$ cat config.mk
export PLATFORM = sky130hd
export DESIGN_NAME = mft_io
export DESIGN_NICKNAME = d
export VERILOG_FILES = /design/src/logic/mft_io_pkg.sv /design/src/logic/mft_io.sv
export VERILOG_INCLUDE_DIRS = /design/src /design/src/logic
export SDC_FILE = /design/constraint.sdc
export NUM_CORES = 1
export LEC_CHECK = 0
export ABC_AREA = 1
export BUFFER_PORTS_ARGS = -buffer_cell sky130_fd_sc_hd__buf_2
export CAP_MARGIN = 5
export CORE_MARGIN = 2
export CORE_UTILIZATION = 43
export CTS_CLUSTER_SIZE = 16
export DETAILED_ROUTE_END_ITERATION = 6
export PLACE_DENSITY = 0.68
export SYNTH_ARGS = -nofsm -noshare
export SYNTH_HDL_FRONTEND = slang
export SYNTH_SLANG_ARGS = --single-unit
$ cat constraint.sdc
create_clock -name pclk -period 3.58 [get_ports pclk]
set_input_delay 0.179 -clock pclk [delete_from_list [all_inputs] [get_ports pclk]]
set_output_delay 0.179 -clock pclk [all_outputs]
set_load 0.05 [all_outputs]
$ cat src/logic/mft_io_defs.svh
// register offsets, field positions, reset values and codes of the timer i/o block
// assumes: included by bare name after the package
`ifndef MFT_IO_DEFS_SVH
`define MFT_IO_DEFS_SVH

// ---------------------------------------------------------------
// apb byte offsets
// ---------------------------------------------------------------
`define OFS_INPUT_MODE   8'h00
`define OFS_OUT_A_CTRL   8'h04
`define OFS_OUT_B_CTRL   8'h08
`define OFS_IRQ_VECTOR   8'h0C
`define OFS_IRQ_DMA_MASK 8'h10
`define OFS_TIMER_FLAG   8'h14
`define OFS_DMA_CNT_PTR  8'h18
`define OFS_DMA_ADR_PTR  8'h1C
`define OFS_DMA_STATUS   8'h20

// ---------------------------------------------------------------
// fields
// ---------------------------------------------------------------
`define INM_SOFT_DIR     4
`define OC_PRESET        0
`define OC_CM0_LSB       1
`define OC_CM1_LSB       3
`define OC_OUF_LSB       5
`define OC_CHIP_EV       7
`define MSK_OUF          0
`define MSK_CP0          1
`define MSK_CP1          2
`define MSK_CM0          3
`define MSK_CM1          4
`define MSK_CP0_DMA      5
`define MSK_CM0_DMA      6
`define MSK_GLOBAL       7
`define FLG_CP0          0
`define FLG_CP1          1
`define FLG_CM0          2
`define FLG_CM1          3
`define FLG_OUF          4
`define FLG_CP0_OVR      5
`define FLG_CM0_OVR      6
`define PTR_REG_TO_REG   0

// ---------------------------------------------------------------
// reset values and codes
// ---------------------------------------------------------------
`define RST_BYTE         8'h00
`define MODE_TRIG_UD     4'hA
`define MODE_LEVEL_UD    4'hB
`define MODE_AUTODISC    4'hC
`define MODE_TRIG_EXTB   4'hD
`define MODE_EXTA_TRIG   4'hE
`define MODE_TRIG_GATE   4'hF
`define VEC_COMPARE      3'h6
`define VEC_CAPTURE      3'h4
`define VEC_OVF          3'h0
`define PRIO_TOP         3'h0

`endif

$ cat src/logic/mft_io_pkg.sv
// types shared by the timer i/o block
// assumes: nothing beyond a systemverilog compiler
`default_nettype none
package mft_io_pkg;
	typedef enum logic [1:0] {act_nop, act_set, act_reset, act_toggle} action_t;
	typedef enum logic [1:0] {dma_idle, dma_high, dma_low} dma_state_t;
endpackage : mft_io_pkg
`default_nettype wire

$ cat src/logic/mft_io.sv
// input modes, output actions, interrupt vectoring and dma channels of a 16-bit timer
// assumes: apb master on pclk, counter core and dma controller outside, inputs synchronous
// Contract
// - trigger up/down mode: edge on a selects up, edge on b down, b wins
// - level mode: a high counts up, a low counts down, soft direction ignored
// - autodiscrimination: b rise with a low increments, b fall with a low decrements
// - trigger a with clock b: a triggers reg0 action, b clocks the prescaler
// - clock a with trigger b: b captures into reg1, a clocks the prescaler
// - trigger a with gate b: a triggers reg0, counter runs only while b low
// - each output acted on by compare0, compare1, overflow: nop, set, reset, toggle
// - each output control register holds a preset level loaded into the output
// - chip event from overflow when enabled in a, from compare0 when enabled in b
// - five sources in three groups: low vector 110 compare, 100 capture, 000 overflow
// - low vector bits fixed by group, 000 highest; upper five bits from software
// - each source has its own mask bit; bit 7 masks all timer interrupts
// - compare0 or capture0 request while pending still set sets its overrun flag
// - two dma channels: memory into compare0, capture0 out to memory
// - with dma on, compare0/capture0 interrupt only at the channel end of block
// - capture0 dma requests have fixed priority over compare0 requests
// - separate dma mask bits per channel, end-of-block interrupts use the capture0/compare0 masks
// - upper six pointer bits shared by both channels; address and counter pairs
// - memory transfers: pointer bit 1 clear for capture0, set for compare0
// - register transfers: one pointer group, address pointer register unused
// - a word moves as two bytes; second byte forced to top priority 000
// - end of block set again before cleared clears that channel dma mask
`timescale 1ns/1ps
`default_nettype none
`include "mft_io_defs.svh"

module mft_io
	import mft_io_pkg::*;
(
	// clock, reset, enable
	input  wire logic        pclk,
	input  wire logic        presetn,
	input  wire logic        clk_en,
	// apb slave
	input  wire logic        psel,
	input  wire logic        penable,
	input  wire logic        pwrite,
	input  wire logic [7:0]  paddr,
	input  wire logic [31:0] pwdata,
	output logic             pready,
	output logic [31:0]      prdata,
	output logic             pslverr,
	// pins
	input  wire logic        event_input_a,
	input  wire logic        event_input_b,
	output logic             wave_output_a,
	output logic             wave_output_b,
	// counter core events
	input  wire logic        compare0_event,
	input  wire logic        compare1_event,
	input  wire logic        over_underflow_event,
	input  wire logic        capture0_event,
	input  wire logic        capture1_event,
	// counter core control
	output logic             count_up,
	output logic             step_up,
	output logic             step_down,
	output logic             ext_clock_pulse,
	output logic             count_gate,
	output logic             reg0_trigger,
	output logic             reg1_capture,
	output logic             chip_event,
	// interrupt controller
	output logic             irq_request,
	output logic [7:0]       irq_vector,
	// dma controller
	output logic             dma_request,
	output logic             dma_capture_channel,
	output logic [2:0]       dma_priority,
	output logic [7:0]       dma_counter_ptr,
	output logic [7:0]       dma_address_ptr,
	output logic             dma_address_used,
	input  wire logic        dma_byte_done,
	input  wire logic        dma_block_end
);

	// ---------------------------------------------------------------
	// apb decode
	// ---------------------------------------------------------------
	logic [7:0] input_mode_q, output_a_control_reg_q, output_b_control_reg_q;
	logic [7:0] irq_vector_reg_q, irq_dma_mask_reg_q, timer_flag_reg_q;
	logic [7:0] dma_counter_pointer_reg_q, dma_address_pointer_reg_q;
	logic [1:0] end_of_block_q;
	logic       wave_a_q, wave_b_q, dir_trig_q, a_prev_q, b_prev_q;
	logic       wr, rd_ok;
	logic [31:0] rdata;

	function automatic logic hit(input logic [7:0] a, input logic [7:0] ofs);
		return a == ofs;
	endfunction : hit

	// waits out a frozen clock so no access is lost while state is held
	assign pready = clk_en;
	assign wr     = psel && penable && pwrite && clk_en;

	always_comb begin
		rdata = 32'h0000_0000;
		rd_ok = 1'b1;
		unique case (paddr)
			`OFS_INPUT_MODE:   rdata[7:0] = input_mode_q;
			`OFS_OUT_A_CTRL:   rdata[7:0] = output_a_control_reg_q;
			`OFS_OUT_B_CTRL:   rdata[7:0] = output_b_control_reg_q;
			`OFS_IRQ_VECTOR:   rdata[7:0] = irq_vector_reg_q;
			`OFS_IRQ_DMA_MASK: rdata[7:0] = irq_dma_mask_reg_q;
			`OFS_TIMER_FLAG:   rdata[7:0] = timer_flag_reg_q;
			`OFS_DMA_CNT_PTR:  rdata[7:0] = dma_counter_pointer_reg_q;
			`OFS_DMA_ADR_PTR:  rdata[7:0] = dma_address_pointer_reg_q;
			`OFS_DMA_STATUS:   rdata[7:0] = {dir_trig_q, wave_b_q, wave_a_q, 3'h0, end_of_block_q};
			default:           rd_ok = 1'b0;
		endcase
	end

	assign prdata  = (psel && !pwrite) ? rdata : 32'h0000_0000;
	assign pslverr = psel && penable && !rd_ok;

	always_ff @(posedge pclk or negedge presetn) begin
		if (!presetn) begin
			input_mode_q              <= `RST_BYTE;
			irq_vector_reg_q          <= `RST_BYTE;
			dma_counter_pointer_reg_q <= `RST_BYTE;
			dma_address_pointer_reg_q <= `RST_BYTE;
		end else if (wr) begin
			if (hit(paddr, `OFS_INPUT_MODE))
				input_mode_q <= {3'h0, pwdata[4:0]};
			if (hit(paddr, `OFS_IRQ_VECTOR))
				irq_vector_reg_q <= {pwdata[7:3], 3'h0};
			if (hit(paddr, `OFS_DMA_CNT_PTR))
				dma_counter_pointer_reg_q <= pwdata[7:0];
			if (hit(paddr, `OFS_DMA_ADR_PTR))
				dma_address_pointer_reg_q <= pwdata[7:0];
		end
	end

	// ---------------------------------------------------------------
	// input pin modes
	// ---------------------------------------------------------------
	logic [3:0] mode;
	logic       a_rise, b_rise, b_fall, a_edge, b_edge;
	assign mode   = input_mode_q[3:0];
	assign a_rise = event_input_a && !a_prev_q;
	assign b_rise = event_input_b && !b_prev_q;
	assign b_fall = !event_input_b && b_prev_q;
	assign a_edge = a_rise || (!event_input_a && a_prev_q);
	assign b_edge = b_rise || b_fall;

	always_ff @(posedge pclk or negedge presetn) begin
		if (!presetn) begin
			a_prev_q   <= 1'b0;
			b_prev_q   <= 1'b0;
			dir_trig_q <= 1'b1;
		end else if (clk_en) begin
			a_prev_q <= event_input_a;
			b_prev_q <= event_input_b;
			if (mode == `MODE_TRIG_UD && b_edge)
				dir_trig_q <= 1'b0;
			else if (mode == `MODE_TRIG_UD && a_edge)
				dir_trig_q <= 1'b1;
		end
	end

	always_comb begin
		unique case (mode)
			`MODE_TRIG_UD:  count_up = dir_trig_q;
			`MODE_LEVEL_UD: count_up = event_input_a;
			default:        count_up = input_mode_q[`INM_SOFT_DIR];
		endcase
	end

	assign step_up   = clk_en && mode == `MODE_AUTODISC && b_rise && !event_input_a;
	assign step_down = clk_en && mode == `MODE_AUTODISC && b_fall && !event_input_a;
	assign ext_clock_pulse = clk_en && ((mode == `MODE_TRIG_EXTB && b_rise) ||
		(mode == `MODE_EXTA_TRIG && a_rise));
	assign reg0_trigger = clk_en && a_rise &&
		(mode == `MODE_TRIG_EXTB || mode == `MODE_TRIG_GATE);
	assign reg1_capture = clk_en && mode == `MODE_EXTA_TRIG && b_rise;
	assign count_gate   = (mode == `MODE_TRIG_GATE) ? !event_input_b : 1'b1;

	// ---------------------------------------------------------------
	// output actions
	// ---------------------------------------------------------------
	function automatic logic act(input logic cur, input logic ev, input logic [1:0] code);
		if (!ev)
			return cur;
		unique case (action_t'(code))
			act_nop:    return cur;
			act_set:    return 1'b1;
			act_reset:  return 1'b0;
			act_toggle: return !cur;
		endcase
	endfunction : act

	// later stages win, so compare0 has the last word on a clash
	function automatic logic drive(input logic cur, input logic [7:0] c);
		logic v;
		v = act(cur, over_underflow_event, c[`OC_OUF_LSB+:2]);
		v = act(v, compare1_event, c[`OC_CM1_LSB+:2]);
		return act(v, compare0_event, c[`OC_CM0_LSB+:2]);
	endfunction : drive

	always_ff @(posedge pclk or negedge presetn) begin
		if (!presetn) begin
			output_a_control_reg_q <= `RST_BYTE;
			output_b_control_reg_q <= `RST_BYTE;
			wave_a_q               <= 1'b0;
			wave_b_q               <= 1'b0;
		end else if (clk_en) begin
			wave_a_q <= drive(wave_a_q, output_a_control_reg_q);
			wave_b_q <= drive(wave_b_q, output_b_control_reg_q);
			if (wr && hit(paddr, `OFS_OUT_A_CTRL)) begin
				output_a_control_reg_q <= pwdata[7:0];
				wave_a_q               <= pwdata[`OC_PRESET];
			end
			if (wr && hit(paddr, `OFS_OUT_B_CTRL)) begin
				output_b_control_reg_q <= pwdata[7:0];
				wave_b_q               <= pwdata[`OC_PRESET];
			end
		end
	end

	assign wave_output_a = wave_a_q;
	assign wave_output_b = wave_b_q;
	assign chip_event = clk_en &&
		((over_underflow_event && output_a_control_reg_q[`OC_CHIP_EV]) ||
		(compare0_event && output_b_control_reg_q[`OC_CHIP_EV]));

	// ---------------------------------------------------------------
	// dma channels
	// ---------------------------------------------------------------
	dma_state_t state_q;
	logic       chan_cap_q, cap_req_q, cmp_req_q, word_done, eob_cap, eob_cmp;
	logic       cap_dma_on, cmp_dma_on;
	assign cap_dma_on = irq_dma_mask_reg_q[`MSK_CP0_DMA];
	assign cmp_dma_on = irq_dma_mask_reg_q[`MSK_CM0_DMA];
	assign word_done  = clk_en && state_q == dma_low && dma_byte_done;
	assign eob_cap    = word_done && dma_block_end && chan_cap_q;
	assign eob_cmp    = word_done && dma_block_end && !chan_cap_q;

	always_ff @(posedge pclk or negedge presetn) begin
		if (!presetn) begin
			state_q    <= dma_idle;
			chan_cap_q <= 1'b0;
			cap_req_q  <= 1'b0;
			cmp_req_q  <= 1'b0;
		end else if (clk_en) begin
			if (capture0_event && cap_dma_on)
				cap_req_q <= 1'b1;
			else if (word_done && chan_cap_q)
				cap_req_q <= 1'b0;
			if (compare0_event && cmp_dma_on)
				cmp_req_q <= 1'b1;
			else if (word_done && !chan_cap_q)
				cmp_req_q <= 1'b0;
			unique case (state_q)
				dma_idle: begin
					if (cap_req_q && cap_dma_on) begin
						chan_cap_q <= 1'b1;
						state_q    <= dma_high;
					end else if (cmp_req_q && cmp_dma_on) begin
						chan_cap_q <= 1'b0;
						state_q    <= dma_high;
					end
				end
				dma_high: if (dma_byte_done) state_q <= dma_low;
				dma_low:  if (dma_byte_done) state_q <= dma_idle;
			endcase
		end
	end

	assign dma_request         = state_q != dma_idle;
	assign dma_capture_channel = chan_cap_q;
	assign dma_priority = (state_q == dma_low) ? `PRIO_TOP
		: (chan_cap_q ? `VEC_CAPTURE : `VEC_COMPARE);
	assign dma_address_used = !dma_counter_pointer_reg_q[`PTR_REG_TO_REG];
	assign dma_counter_ptr  = {dma_counter_pointer_reg_q[7:2],
		dma_address_used && !chan_cap_q, state_q == dma_low};
	assign dma_address_ptr  = {dma_address_pointer_reg_q[7:2],
		!chan_cap_q, state_q == dma_low};

	// ---------------------------------------------------------------
	// flags, masks, interrupt
	// ---------------------------------------------------------------
	logic [7:0] flag_set, flag_clr, mask_kill;
	logic [1:0] eob_clr;
	logic       wr_flag;
	assign wr_flag = wr && hit(paddr, `OFS_TIMER_FLAG);
	assign flag_clr = wr_flag ? pwdata[7:0] : 8'h00;
	assign eob_clr  = (wr && hit(paddr, `OFS_DMA_STATUS)) ? pwdata[1:0] : 2'h0;

	always_comb begin
		flag_set = 8'h00;
		flag_set[`FLG_CP0] = cap_dma_on ? eob_cap : capture0_event;
		flag_set[`FLG_CM0] = cmp_dma_on ? eob_cmp : compare0_event;
		flag_set[`FLG_CP1] = capture1_event;
		flag_set[`FLG_CM1] = compare1_event;
		flag_set[`FLG_OUF] = over_underflow_event;
		flag_set[`FLG_CP0_OVR] = capture0_event &&
			(cap_dma_on ? cap_req_q : timer_flag_reg_q[`FLG_CP0]);
		flag_set[`FLG_CM0_OVR] = compare0_event &&
			(cmp_dma_on ? cmp_req_q : timer_flag_reg_q[`FLG_CM0]);
		mask_kill = 8'h00;
		mask_kill[`MSK_CP0_DMA] = eob_cap && end_of_block_q[0];
		mask_kill[`MSK_CM0_DMA] = eob_cmp && end_of_block_q[1];
	end

	always_ff @(posedge pclk or negedge presetn) begin
		if (!presetn) begin
			timer_flag_reg_q   <= `RST_BYTE;
			irq_dma_mask_reg_q <= `RST_BYTE;
			end_of_block_q     <= 2'h0;
		end else if (clk_en) begin
			timer_flag_reg_q <= (timer_flag_reg_q & ~flag_clr) | flag_set;
			end_of_block_q   <= (end_of_block_q & ~eob_clr) | {eob_cmp, eob_cap};
			if (wr && hit(paddr, `OFS_IRQ_DMA_MASK))
				irq_dma_mask_reg_q <= pwdata[7:0] & ~mask_kill;
			else
				irq_dma_mask_reg_q <= irq_dma_mask_reg_q & ~mask_kill;
		end
	end

	logic [7:0] live, flag_mask;
	logic       grp_ovf, grp_cap, grp_cmp;
	assign flag_mask = {3'h0, irq_dma_mask_reg_q[`MSK_OUF], irq_dma_mask_reg_q[`MSK_CM1:`MSK_CP0]};
	assign live    = timer_flag_reg_q & flag_mask;
	assign grp_ovf = live[`FLG_OUF];
	assign grp_cap = live[`FLG_CP0] || live[`FLG_CP1];
	assign grp_cmp = live[`FLG_CM0] || live[`FLG_CM1];
	assign irq_request = irq_dma_mask_reg_q[`MSK_GLOBAL] &&
		(grp_ovf || grp_cap || grp_cmp);
	assign irq_vector = {irq_vector_reg_q[7:3], grp_ovf ? `VEC_OVF
		: (grp_cap ? `VEC_CAPTURE : `VEC_COMPARE)};
endmodule : mft_io
`default_nettype wire

Word level (Yosys, flattened, before mapping)
Cells that the tools add are included.
{"block": "classes", "mux": 59, "reduce_logical": 96, "bitwise_logic": 10, "n_eq_ne": 37}
{"op": "8-bit case mux with 9 select lines", "count": 1}
{"op": "1-bit logical AND", "count": 48}
{"op": "1-bit two-way mux", "count": 38}
{"op": "8-bit by 5-bit == test with 1-bit output (second input constant)", "count": 4}
{"op": "2-bit == test (second input constant)", "count": 13}
{"op": "8-bit AND", "count": 3}
{"op": "4-bit == test (second input constant)", "count": 6}
{"op": "8-bit two-way mux", "count": 3}
{"op": "1-bit case mux with 4 select lines", "count": 6}
{"op": "2-bit AND reduction", "count": 9}
{"op": "8-bit by 4-bit == test with 1-bit output (second input constant)", "count": 2}
{"op": "2-bit by 1-bit == test with 1-bit output (second input constant)", "count": 7}
{"op": "1-bit logical NOT", "count": 14}
{"op": "2-bit logical NOT", "count": 7}
{"op": "2-bit two-way mux", "count": 7}
{"op": "2-bit nonzero test", "count": 5}
{"op": "1-bit logical OR", "count": 9}
{"op": "9-bit OR reduction", "count": 1}
{"op": "8-bit by 3-bit == test with 1-bit output (second input constant)", "count": 1}
{"op": "8-bit by 6-bit == test with 1-bit output (second input constant)", "count": 1}
{"op": "8-bit logical NOT", "count": 1}
{"op": "7-bit NOT with 8-bit output", "count": 1}
{"op": "8-bit NOT", "count": 1}
{"op": "8-bit by 7-bit bitwise OR with 8-bit output", "count": 1}
{"op": "12 further kinds", "count": 13}
{"block": "totals", "ff_bits": 70, "input_bits": 55}

Longest topological paths before layout
Gate-level depths: netlist of run 1.
{"block": "depth", "ltp_word": 12, "ltp_mapped": 11, "depth_no_buf": 11}

Worst setup path after synthesis of run 1
OpenSTA, ideal clock, no wires.
{"block": "synth_path", "kind": "register -> output", "start": "register timer_flag_reg_q[4]", "end": "output irq_request", "slack_ps": 1090, "required_time_ps": 3401, "arrival_time_ps": 2311, "path_stages_with_launch": 5, "path_buffers": 0, "path_cell_list": "dfrtp_1 -> nand2_1 -> nand2_1 -> a21oi_1 -> a31oi_1"}
{"block": "synth_between", "elab_chain_len": 4}
{"element": "start, declared", "line_no": "mft_io.sv:84", "source": "logic [7:0] irq_vector_reg_q, irq_dma_mask_reg_q, timer_flag_reg_q;"}
{"element": "start signal, assigned", "line_no": "mft_io.sv:310", "source": "timer_flag_reg_q <= `RST_BYTE;"}
{"element": "start signal, assigned", "line_no": "mft_io.sv:314", "source": "timer_flag_reg_q <= (timer_flag_reg_q & ~flag_clr) | flag_set;"}
{"element": "5-bit AND", "line_no": "mft_io.sv:326", "source": "assign live = timer_flag_reg_q & flag_mask;"}
{"element": "1-bit logical OR (2 in series)", "line_no": "mft_io.sv:331", "source": "(grp_ovf || grp_cap || grp_cmp);"}
{"element": "1-bit logical AND", "line_no": "mft_io.sv:330", "source": "assign irq_request = irq_dma_mask_reg_q[`MSK_GLOBAL] &&"}
{"element": "end, declared", "line_no": "mft_io.sv:67", "source": "output logic irq_request,"}
Every way passes these cells.

Worst setup path in the final report of run 1
{"block": "layout_path", "start": "input paddr[6]", "end": "output prdata[3]"}
{"block": "layout_between", "elab_chain_len": 3, "word_cells_on_any_way": 11, "cone_classes": "eq/ne (8); mux (2); reduce/logical (1)"}
{"element": "start, declared", "line_no": "mft_io.sv:41", "source": "input wire logic [7:0] paddr,"}
{"element": "8-bit by 6-bit == test with 1-bit output, or another cell as far along", "line_no": "mft_io.sv:102", "source": "unique case (paddr)"}
{"element": "8-bit case mux with 9 select lines (*)", "line_no": "mft_io.sv:102"}
{"element": "8-bit two-way mux (*)", "line_no": "mft_io.sv:116", "source": "assign prdata = (psel && !pwrite) ? rdata : 32'h0000_0000;"}
{"element": "end, declared", "line_no": "mft_io.sv:44", "source": "output logic [31:0] prdata,"}
Mark *: on every way between the ends. The rest lies on a longest branch, timed or not.

==> results.json, run 1 <==
{
  "critPathBufInv": 4,
  "clk_path_buf_depth": 2,
  "fmax_mhz": 477,
  "drv_slew": 0,
  "vias_per_cell": 5.07,
  "cts_made_buffers": 9,
  "row_count": 36,
  "startpoint_type": "primary input",
  "worst_pin_slew_ps": 662,
  "rsz0062_at_grt": "false",
  "routed_wl_mm": 12.0,
  "cts_resized": 0,
  "synth_top_area_cell": "dfrtp_1",
  "yosysWarningCount": 0,
  "cpPeakStageDelay_ps": 380,
  "drt_first_pass_iters": 5,
  "worst_path_max_delay_cell": "nor2_4",
  "cts_max_level": 3,
  "yosys_register_bits": 70,
  "relSlewSlack_pct": 55.8,
  "core_area_mm2": 0.00986,
  "vias": 4000,
  "dp_hpwl_mm": 9.23,
  "skew_ps": 8.76,
  "syn_inst": 584,
  "end_kind": "output pin",
  "status": "finished, final reports clean",
  "grt_pass1_wl_mm": 19.5,
  "synth.top_cells.by_area": "dfrtp_1 (39%), nand2_1 (13%), buf_4 (7.3%), nand3_1 (6.9%), o21ai_0 (5.0%)",
  "final_cell_mix": "nand2_1 (154), buf_2 (79), dfrtp_1 (69)",
  "p_leak_nw": 2.56,
  "fin_cells": 789,
  "start_util_pct": 44.6,
  "layout_commonest_cell": "nand2_1",
  "synth_cell_types": 39,
  "insertion_delay_ps": 360,
  "drc": 0,
  "grt_usage_pct": 22.8,
  "filler_cell_count": 998,
  "overflow": 0,
  "drive_gt1_share_pct": 22.0,
  "drv_cap": 0,
  "setup_viol": 0,
  "nets": 713,
  "portBuffers": 79,
  "grt_max_degree": 36,
  "io_pins": 130,
  "post_cts_buffers": 0,
  "critPathKind": "primary input to output pin",
  "fp.dieH_um": 105,
  "syn_area_per_cell_um2": 7.53,
  "antenna_cells": 0,
  "clk_pin_slew_worst_paths_ps": 70,
  "place_inst": 772,
  "cp_top_family": "simple AND/OR/NAND/NOR gates",
  "grt_antenna_before_repair": 0,
  "crit_required_ps": 3400,
  "drt_iter0_markers": 275,
  "cts_hold_buf": 1,
  "hp-class": "primary input to flip-flop",
  "grt_pass1_vias": 3748,
  "cts_tree": "yes",
  "syn_area_mm2": 0.00440,
  "hold_viol": 0,
  "wl_per_cell_um": 15.3,
  "fin_crit_sh_pct": 58.6,
  "min_period_ps": 2100,
  "finalWeightedCongestion": 0.951,
  "path_cells": "buf_2, inv_1, nand2_2, nor2_4, nand2_1, o21ai_0, inv_1, a21oi_1, buf_2",
  "yosysSeqAreaShare_pct": 39.9,
  "cellPowerDensity_mw_per_mm2": 410,
  "root_buffer": "clkbuf_8",
  "ir_drop_mv": 0.452,
  "die-area_mm2": 0.0111,
  "cp.arrival_ps": 1920,
  "synth_top_area_share_pct": 39.3,
  "crit_path_max_fanout": 18,
  "fin_setup_tns_ps": 0,
  "area_growth_pct": 11.4,
  "clkSinkCount": 70,
  "die_width_um": 105,
  "antenna_left": 0
}
## worst min-delay path, stage by stage
cell and delay, ps:
buf_2 70, nand2_1 40, nand2_1 50
## cells by family (layout without fill, tap and decap cells)
group           after synthesis  in the layout  synth area share, %
simple gates                292            292                 30.3
buf+inv                     117            164                 14.9
compound gates               97             97                 12.9
flops                        70             70                 39.9
fa+ha+maj                     7              7                 1.99
other cells                   1             26               0.0853
## power breakdown
part	internal (mW)	leakage, nW	total [mW]	switching (mW)
clock network	0.409	0.108	0.725	0.316
registers	0.826	0.857	0.854	0.0279
logic	0.0908	1.59	0.431	0.341
## per-stage QoR
step                total power [mW]  setup slack [ps]  utilization [%]  instance area, µm²  hold slack, ps
detailed placement              1.30              1560             47.3                4670             255
CTS                             2.02              1550             49.7                4900            25.4
global placement                1.29              1570             47.3                4670             254
finish                          2.01              1480             49.7                4900            30.2
global route                    2.10              1370             49.7                4900            23.0
floorplan                       1.21              1090                -                4490            -117
## path summary, 6_finish.rpt
kind / start / end / slack [ps] / depth (start not counted)
setup reg to reg: state_q[0] / timer_flag_reg_q[2] / 2020 / 8
setup / recovery: paddr[6] / prdata[3] / 1480 / 9
hold reg to reg: dma_counter_pointer_reg_q[1] / dma_counter_pointer_reg_q[1] / 490 / 1
hold / removal: capture1_event / timer_flag_reg_q[1] / 30 / 3
min in group asynchronous: presetn / input_mode_q[4] / 400 / 3
max in group asynchronous: presetn / dir_trig_q / 2840 / 3
## per-layer routing
layer	vias up	wire length (µm)	share of wire (%)	track usage [%]
met2	172	5380	45	34.9
met1	1848	5430	45	31.4
met4	0	295	2.5	8.38
met3	17	928	7.7	5.55
met5	-	0	0	0
li1	1963	-	-	-
## state kept, by name (all words and copies together) (netlist names), 2 cells and up
signal                     count
timer_flag_reg_q               8
output_b_control_reg_q         8
state_q                        2
input_mode_q                   5
dma_counter_pointer_reg_q      8
irq_dma_mask_reg_q             8
end_of_block_q                 2
irq_vector_reg_q               5
dma_address_pointer_reg_q      8
output_a_control_reg_q         8
## Yosys cell counts
cell / n
o21a_1: 6
nor3b_1: 1
nand3_2: 1
nand3_4: 1
buf_8: 1
nand2_1: 154
buf_1: 1
nand2_2: 10
dfrtp_1: 69
nor3_1: 6
dfstp_2: 1
buf_6: 5
clkinv_1: 1
nor2_4: 3
conb_1: 1
o21ai_0: 44
nor2_2: 6
ha_1: 7
nand3_1: 61
a31oi_1: 1
inv_2: 5
nand3b_1: 3
nand4_4: 1
buf_4: 43
o21ai_1: 15
o21ai_2: 12
o31ai_1: 1
inv_1: 58
nand2_4: 2
o22ai_1: 1
nand4_1: 2
inv_4: 1
o32ai_1: 2
nor2_1: 40
o211ai_1: 1
buf_2: 2
nor2_8: 1
a21oi_2: 2
a21oi_1: 12
## final cells by class
type	count	area (µm²)	area share [%]
timing repair buffer	83	428	8.73
inverter	65	246	5.03
clock buffer	10	138	2.81
tap	133	166	3.40
multi-input combinational	422	2080	42.5
clock inverter	6	85.1	1.74
sequential	70	1750	35.8
Note: power is estimated with default switching activity, not from simulation.
==> inputs of run 2 (changes only) <==
Settings changed: PLACE_DENSITY 0.68 to 0.71.
Clock period 3.58 ns to 1.7 ns, I/O delays scaled along.
==> results.json, run 2 (synthesis results as in run 1) <==
{
  "row_count": 36,
  "insertion_delay_ps": 350,
  "hp-class": "primary input to flip-flop",
  "cts_tree": "yes",
  "cellPowerDensity_mw_per_mm2": 784,
  "die_width_um": 105,
  "finalWeightedCongestion": 0.964,
  "clk_path_buf_depth": 2,
  "p_int_mw": 2.60,
  "r2r_cells": 8,
  "die-area_mm2": 0.0111,
  "skew_ps": 5.46,
  "grt_pass1_wl_mm": 20.7,
  "grt_antenna_before_repair": 0,
  "drc": 0,
  "drt_first_pass_iters": 7,
  "dp_hpwl_mm": 9.90,
  "worst_pin_slew_ps": 502,
  "grt_max_degree": 28,
  "cts_max_level": 3,
  "ir_drop_mv": 0.400,
  "crit_required_ps": 1620,
  "area_growth_pct": 17.1,
  "io_pins": 130,
  "fin_setup_tns_ps": 0,
  "pwr-share-comb_pct": 23.7,
  "routed_wl_mm": 12.8,
  "cts_made_buffers": 9,
  "setup_viol": 0,
  "relSlewSlack_pct": 66.5,
  "place_inst": 785,
  "grt_pass1_vias": 4025,
  "start_util_pct": 44.6,
  "cp.arrival_ps": 1590,
  "post_cts_buffers": 0,
  "min_period_ps": 1670,
  "drv_slew": 0,
  "filler_cell_count": 988,
  "wl_per_cell_um": 15.8,
  "portBuffers": 79,
  "rsz0062_at_grt": "false",
  "vias_per_cell": 5.11,
  "seq_power_share_pct": 44.6,
  "hold_viol": 0,
  "p_clk_share_pct": 31.8,
  "switching_power_mw": 1.43,
  "end_kind": "output pin",
  "root_buffer": "clkbuf_8",
  "layout_commonest_cell": "nand2_1",
  "overflow": 0,
  "startpoint_type": "flip-flop",
  "fin_cells": 808,
  "fin_crit_sh_pct": 98.5,
  "fmax_mhz": 597,
  "drt_iter0_markers": 234,
  "drive_gt1_share_pct": 25.5,
  "clk_pin_slew_worst_paths_ps": 70,
  "nets": 732,
  "clkSinkCount": 70,
  "p_sw_share_pct": 35.5,
  "fp.dieH_um": 105,
  "antenna_left": 0,
  "vias": 4128,
  "final_cell_mix": "nand2_1 (154), buf_2 (74), dfrtp_1 (66)",
  "antenna_cells": 0,
  "worstHoldPathCells": 3,
  "grt_usage_pct": 24.0,
  "p_leak_nw": 2.65,
  "critPathKind": "flip-flop to output pin",
  "status": "finished, final reports clean",
  "drv_cap": 0,
  "core_area_mm2": 0.00986,
  "crit_path_max_fanout": 3
}
[run 2: final cells by class]
class                           count  area [µm²]  share of cell area, %
Multi-Input combinational cell    422        2140                   41.6
Sequential cell                    70        1760                   34.1
Timing Repair Buffer              102         652                   12.7
Inverter                           65         246                   4.79
Clock buffer                       13         169                   3.28
Tap cell                          133         166                   3.23
Clock inverter                      3        17.5                  0.340
[run 2: path summary, 6_finish.rpt]
check	from	end	slack, ps
worst min-delay path	dma_block_end	end_of_block_q[0]	9
worst min register to register	timer_flag_reg_q[7]	timer_flag_reg_q[7]	500
max in group asynchronous	presetn	irq_dma_mask_reg_q[5]	860
worst max-delay path	dma_counter_pointer_reg_q[0]	prdata[0]	30
min in group asynchronous	presetn	dma_counter_pointer_reg_q[1]	220
worst max register to register	state_q[0]	timer_flag_reg_q[0]	200
[run 2: through the flow]
stage               total power [mW]  worst slack, ps  util, %  hold slack (ps)  cell area (µm²)
floorplan                       2.57             -202        -             -211             4540
global placement                2.75              150     49.3             66.9             4860
detailed placement              2.77              104     49.3             74.7             4860
CTS                             4.04             14.1     52.0             4.93             5120
global route                    4.19            0.702     52.2             43.5             5150
finish                          4.04             25.9     52.2             8.74             5150
[run 2: what timing repair did]
action / 4_1_cts / 5_1_grt
setup endpoints to repair: 2 / 7
hold buffers: 7 / 0
endpoints found under the hold margin: 23 / 0
resized for setup: 2 / 11
[run 2: power groups by stage]
stage	logic, mW	clock network, mW	registers, mW
after floorplan	0.744	0	1.82
after global placement	0.918	0	1.83
after detailed placement	0.942	0	1.83
after CTS	0.956	1.29	1.80
after global routing	1.04	1.35	1.81
final	0.955	1.28	1.80
[run 2: metal layers]
metal / wire length (µm) / vias to the layer above / track usage (%)
li1: - / 1988 / -
met1: 5730 / 1969 / 32.6
met2: 6220 / 155 / 40.3
met3: 676 / 16 / 3.18
met4: 168 / 0 / 6.67
met5: 0 / - / 0
[run 2: critical path: stages, from the launching register on]
cell and delay [ps]:
dfrtp_1 400, inv_1 110, o21ai_0 220, nor2_1 60, a21oi_1 210, buf_4 240
==> inputs of run 3 (changes only) <==
Settings changed: CORE_UTILIZATION 43 to 47, CTS_BUF_LIST set to sky130_fd_sc_hd__clkbuf_16, PLACE_DENSITY 0.71 to 0.77.
==> results.json, run 3 (synthesis results as in run 1) <==
{
  "critPathKind": "flip-flop to output pin",
  "end_kind": "output pin",
  "cp.arrival_ps": 1540,
  "nets": 734,
  "clkSinkCount": 70,
  "start_util_pct": 48.1,
  "cellPowerDensity_mw_per_mm2": 873,
  "worstHoldPathCells": 3,
  "seq_power_share_pct": 39.9,
  "clk_pin_slew_worst_paths_ps": 50,
  "drc": 0,
  "crit_path_max_fanout": 4,
  "whs_ps": 6.74,
  "multiInputGateArea_mm2": 0.00214,
  "final_cell_mix": "nand2_1 (154), buf_2 (71), dfrtp_1 (68)",
  "vias": 4160,
  "drv_cap": 0,
  "die_width_um": 101,
  "fin_crit_sh_pct": 95.7,
  "io_pins": 130,
  "vias_per_cell": 5.28,
  "antenna_left": 0,
  "p_sw_share_pct": 32.4,
  "finalWeightedCongestion": 0.951,
  "setup_ws_ps": 72.8,
  "wl_per_cell_um": 15.6,
  "core_area_mm2": 0.00915,
  "postLayoutCellArea_mm2": 0.00520,
  "area_growth_pct": 18.3,
  "cts_tree": "yes",
  "overflow": 0,
  "hold_viol": 0,
  "status": "finished, final reports clean",
  "filler_cell_count": 845,
  "startpoint_type": "flip-flop",
  "die-area_mm2": 0.0101,
  "grt_pass1_vias": 3874,
  "grt_pass1_wl_mm": 19.4,
  "fp.dieH_um": 101,
  "min_period_ps": 1630,
  "fmax_mhz": 615,
  "drive_gt1_share_pct": 24.8,
  "dp_slack_ps": 88.3,
  "p_clk_share_pct": 39.2,
  "antenna_cells": 0,
  "clk_path_buf_depth": 2,
  "setup_viol": 0,
  "root_buffer": "clkbuf_16",
  "final_util_pct": 56.8,
  "r2r_cells": 8,
  "drt_iter0_markers": 342,
  "portBuffers": 79,
  "seq_area_mm2": 0.00175,
  "ir_drop_mv": 0.794,
  "hp-class": "primary input to flip-flop",
  "dp_hpwl_mm": 9.34,
  "layout_commonest_cell": "nand2_1",
  "pwr-share-comb_pct": 20.9,
  "row_count": 35,
  "cts_made_buffers": 9,
  "insertion_delay_ps": 330,
  "skew_ps": 2.21,
  "grt_antenna_before_repair": 0,
  "place_area_mm2": 0.00483,
  "rsz0062_at_grt": "false",
  "grt_usage_pct": 25.1,
  "switching_power_mw": 1.47,
  "fin_setup_tns_ps": 0,
  "p_int_mw": 3.07,
  "grt_max_degree": 71,
  "cts_max_level": 3,
  "crit_required_ps": 1620,
  "routed_wl_mm": 12.3,
  "drt_first_pass_iters": 7,
  "drv_slew": 0,
  "p_leak_nw": 2.70
}
[run 3: cell count changes in the layout (fill, tap and decap cells not counted), sizes merged]
cell and change:
bufinv +1, clkbuf -3, buf +3, dlygate4sd3 -2
inv +1, clkinv +2
[run 3: timing repair]
action	CTS	global route
endpoints found under the hold margin	73	0
setup endpoints to repair	0	9
resized for setup	0	16
buffers inserted	0	2
hold buffers	5	0
[run 3: per-stage QoR]
stage	cells	total power, mW
floorplan	609	2.57
global placement	765	2.74
detailed placement	765	2.77
CTS	786	4.55
global route	788	4.70
finish	788	4.54
[run 3: power by group through the flow]
stage / clock network (mW) / registers, mW / logic (mW)
final: 1.78 / 1.81 / 0.950
after detailed placement: 0 / 1.84 / 0.940
after CTS: 1.79 / 1.81 / 0.954
after global placement: 0 / 1.83 / 0.910
after floorplan: 0 / 1.82 / 0.744
after global routing: 1.86 / 1.82 / 1.02
[run 3: path summary, 6_finish.rpt]
| path | start | end | slack (ps) |
|---|---|---|---|
| worst min-delay path | capture0_event | timer_flag_reg_q[0] | 7 |
| max in group asynchronous | presetn | dir_trig_q | 1040 |
| worst min register to register | timer_flag_reg_q[7] | timer_flag_reg_q[7] | 500 |
| worst max-delay path | timer_flag_reg_q[2] | prdata[2] | 70 |
| worst max register to register | state_q[0] | timer_flag_reg_q[0] | 160 |
| min in group asynchronous | presetn | dma_counter_pointer_reg_q[2] | 300 |
[run 3: worst max-delay path: stages, from the launching register on]
cell and delay [ps]:
dfrtp_1 450, nand3_1 170, nand2_1 60, nor2_1 120, nand3_1 90, nand2_1 80
inv_1 30, buf_2 200
[run 3: cell type report]
type,count,share of cell area [%]
flip-flops and latches,70,33.7
well taps,111,2.67
repair buffers,104,12.3
clock buffers,9,4.33
multi-input cells,422,41.1
inverters,65,4.74
clock inverters,7,1.08
[run 3: metal layers]
metal	part of all wire [%]	track usage, %
met5	0	0
met4	2.0	10.4
met3	7.1	4.51
met2	48	40.1
met1	43	33.8
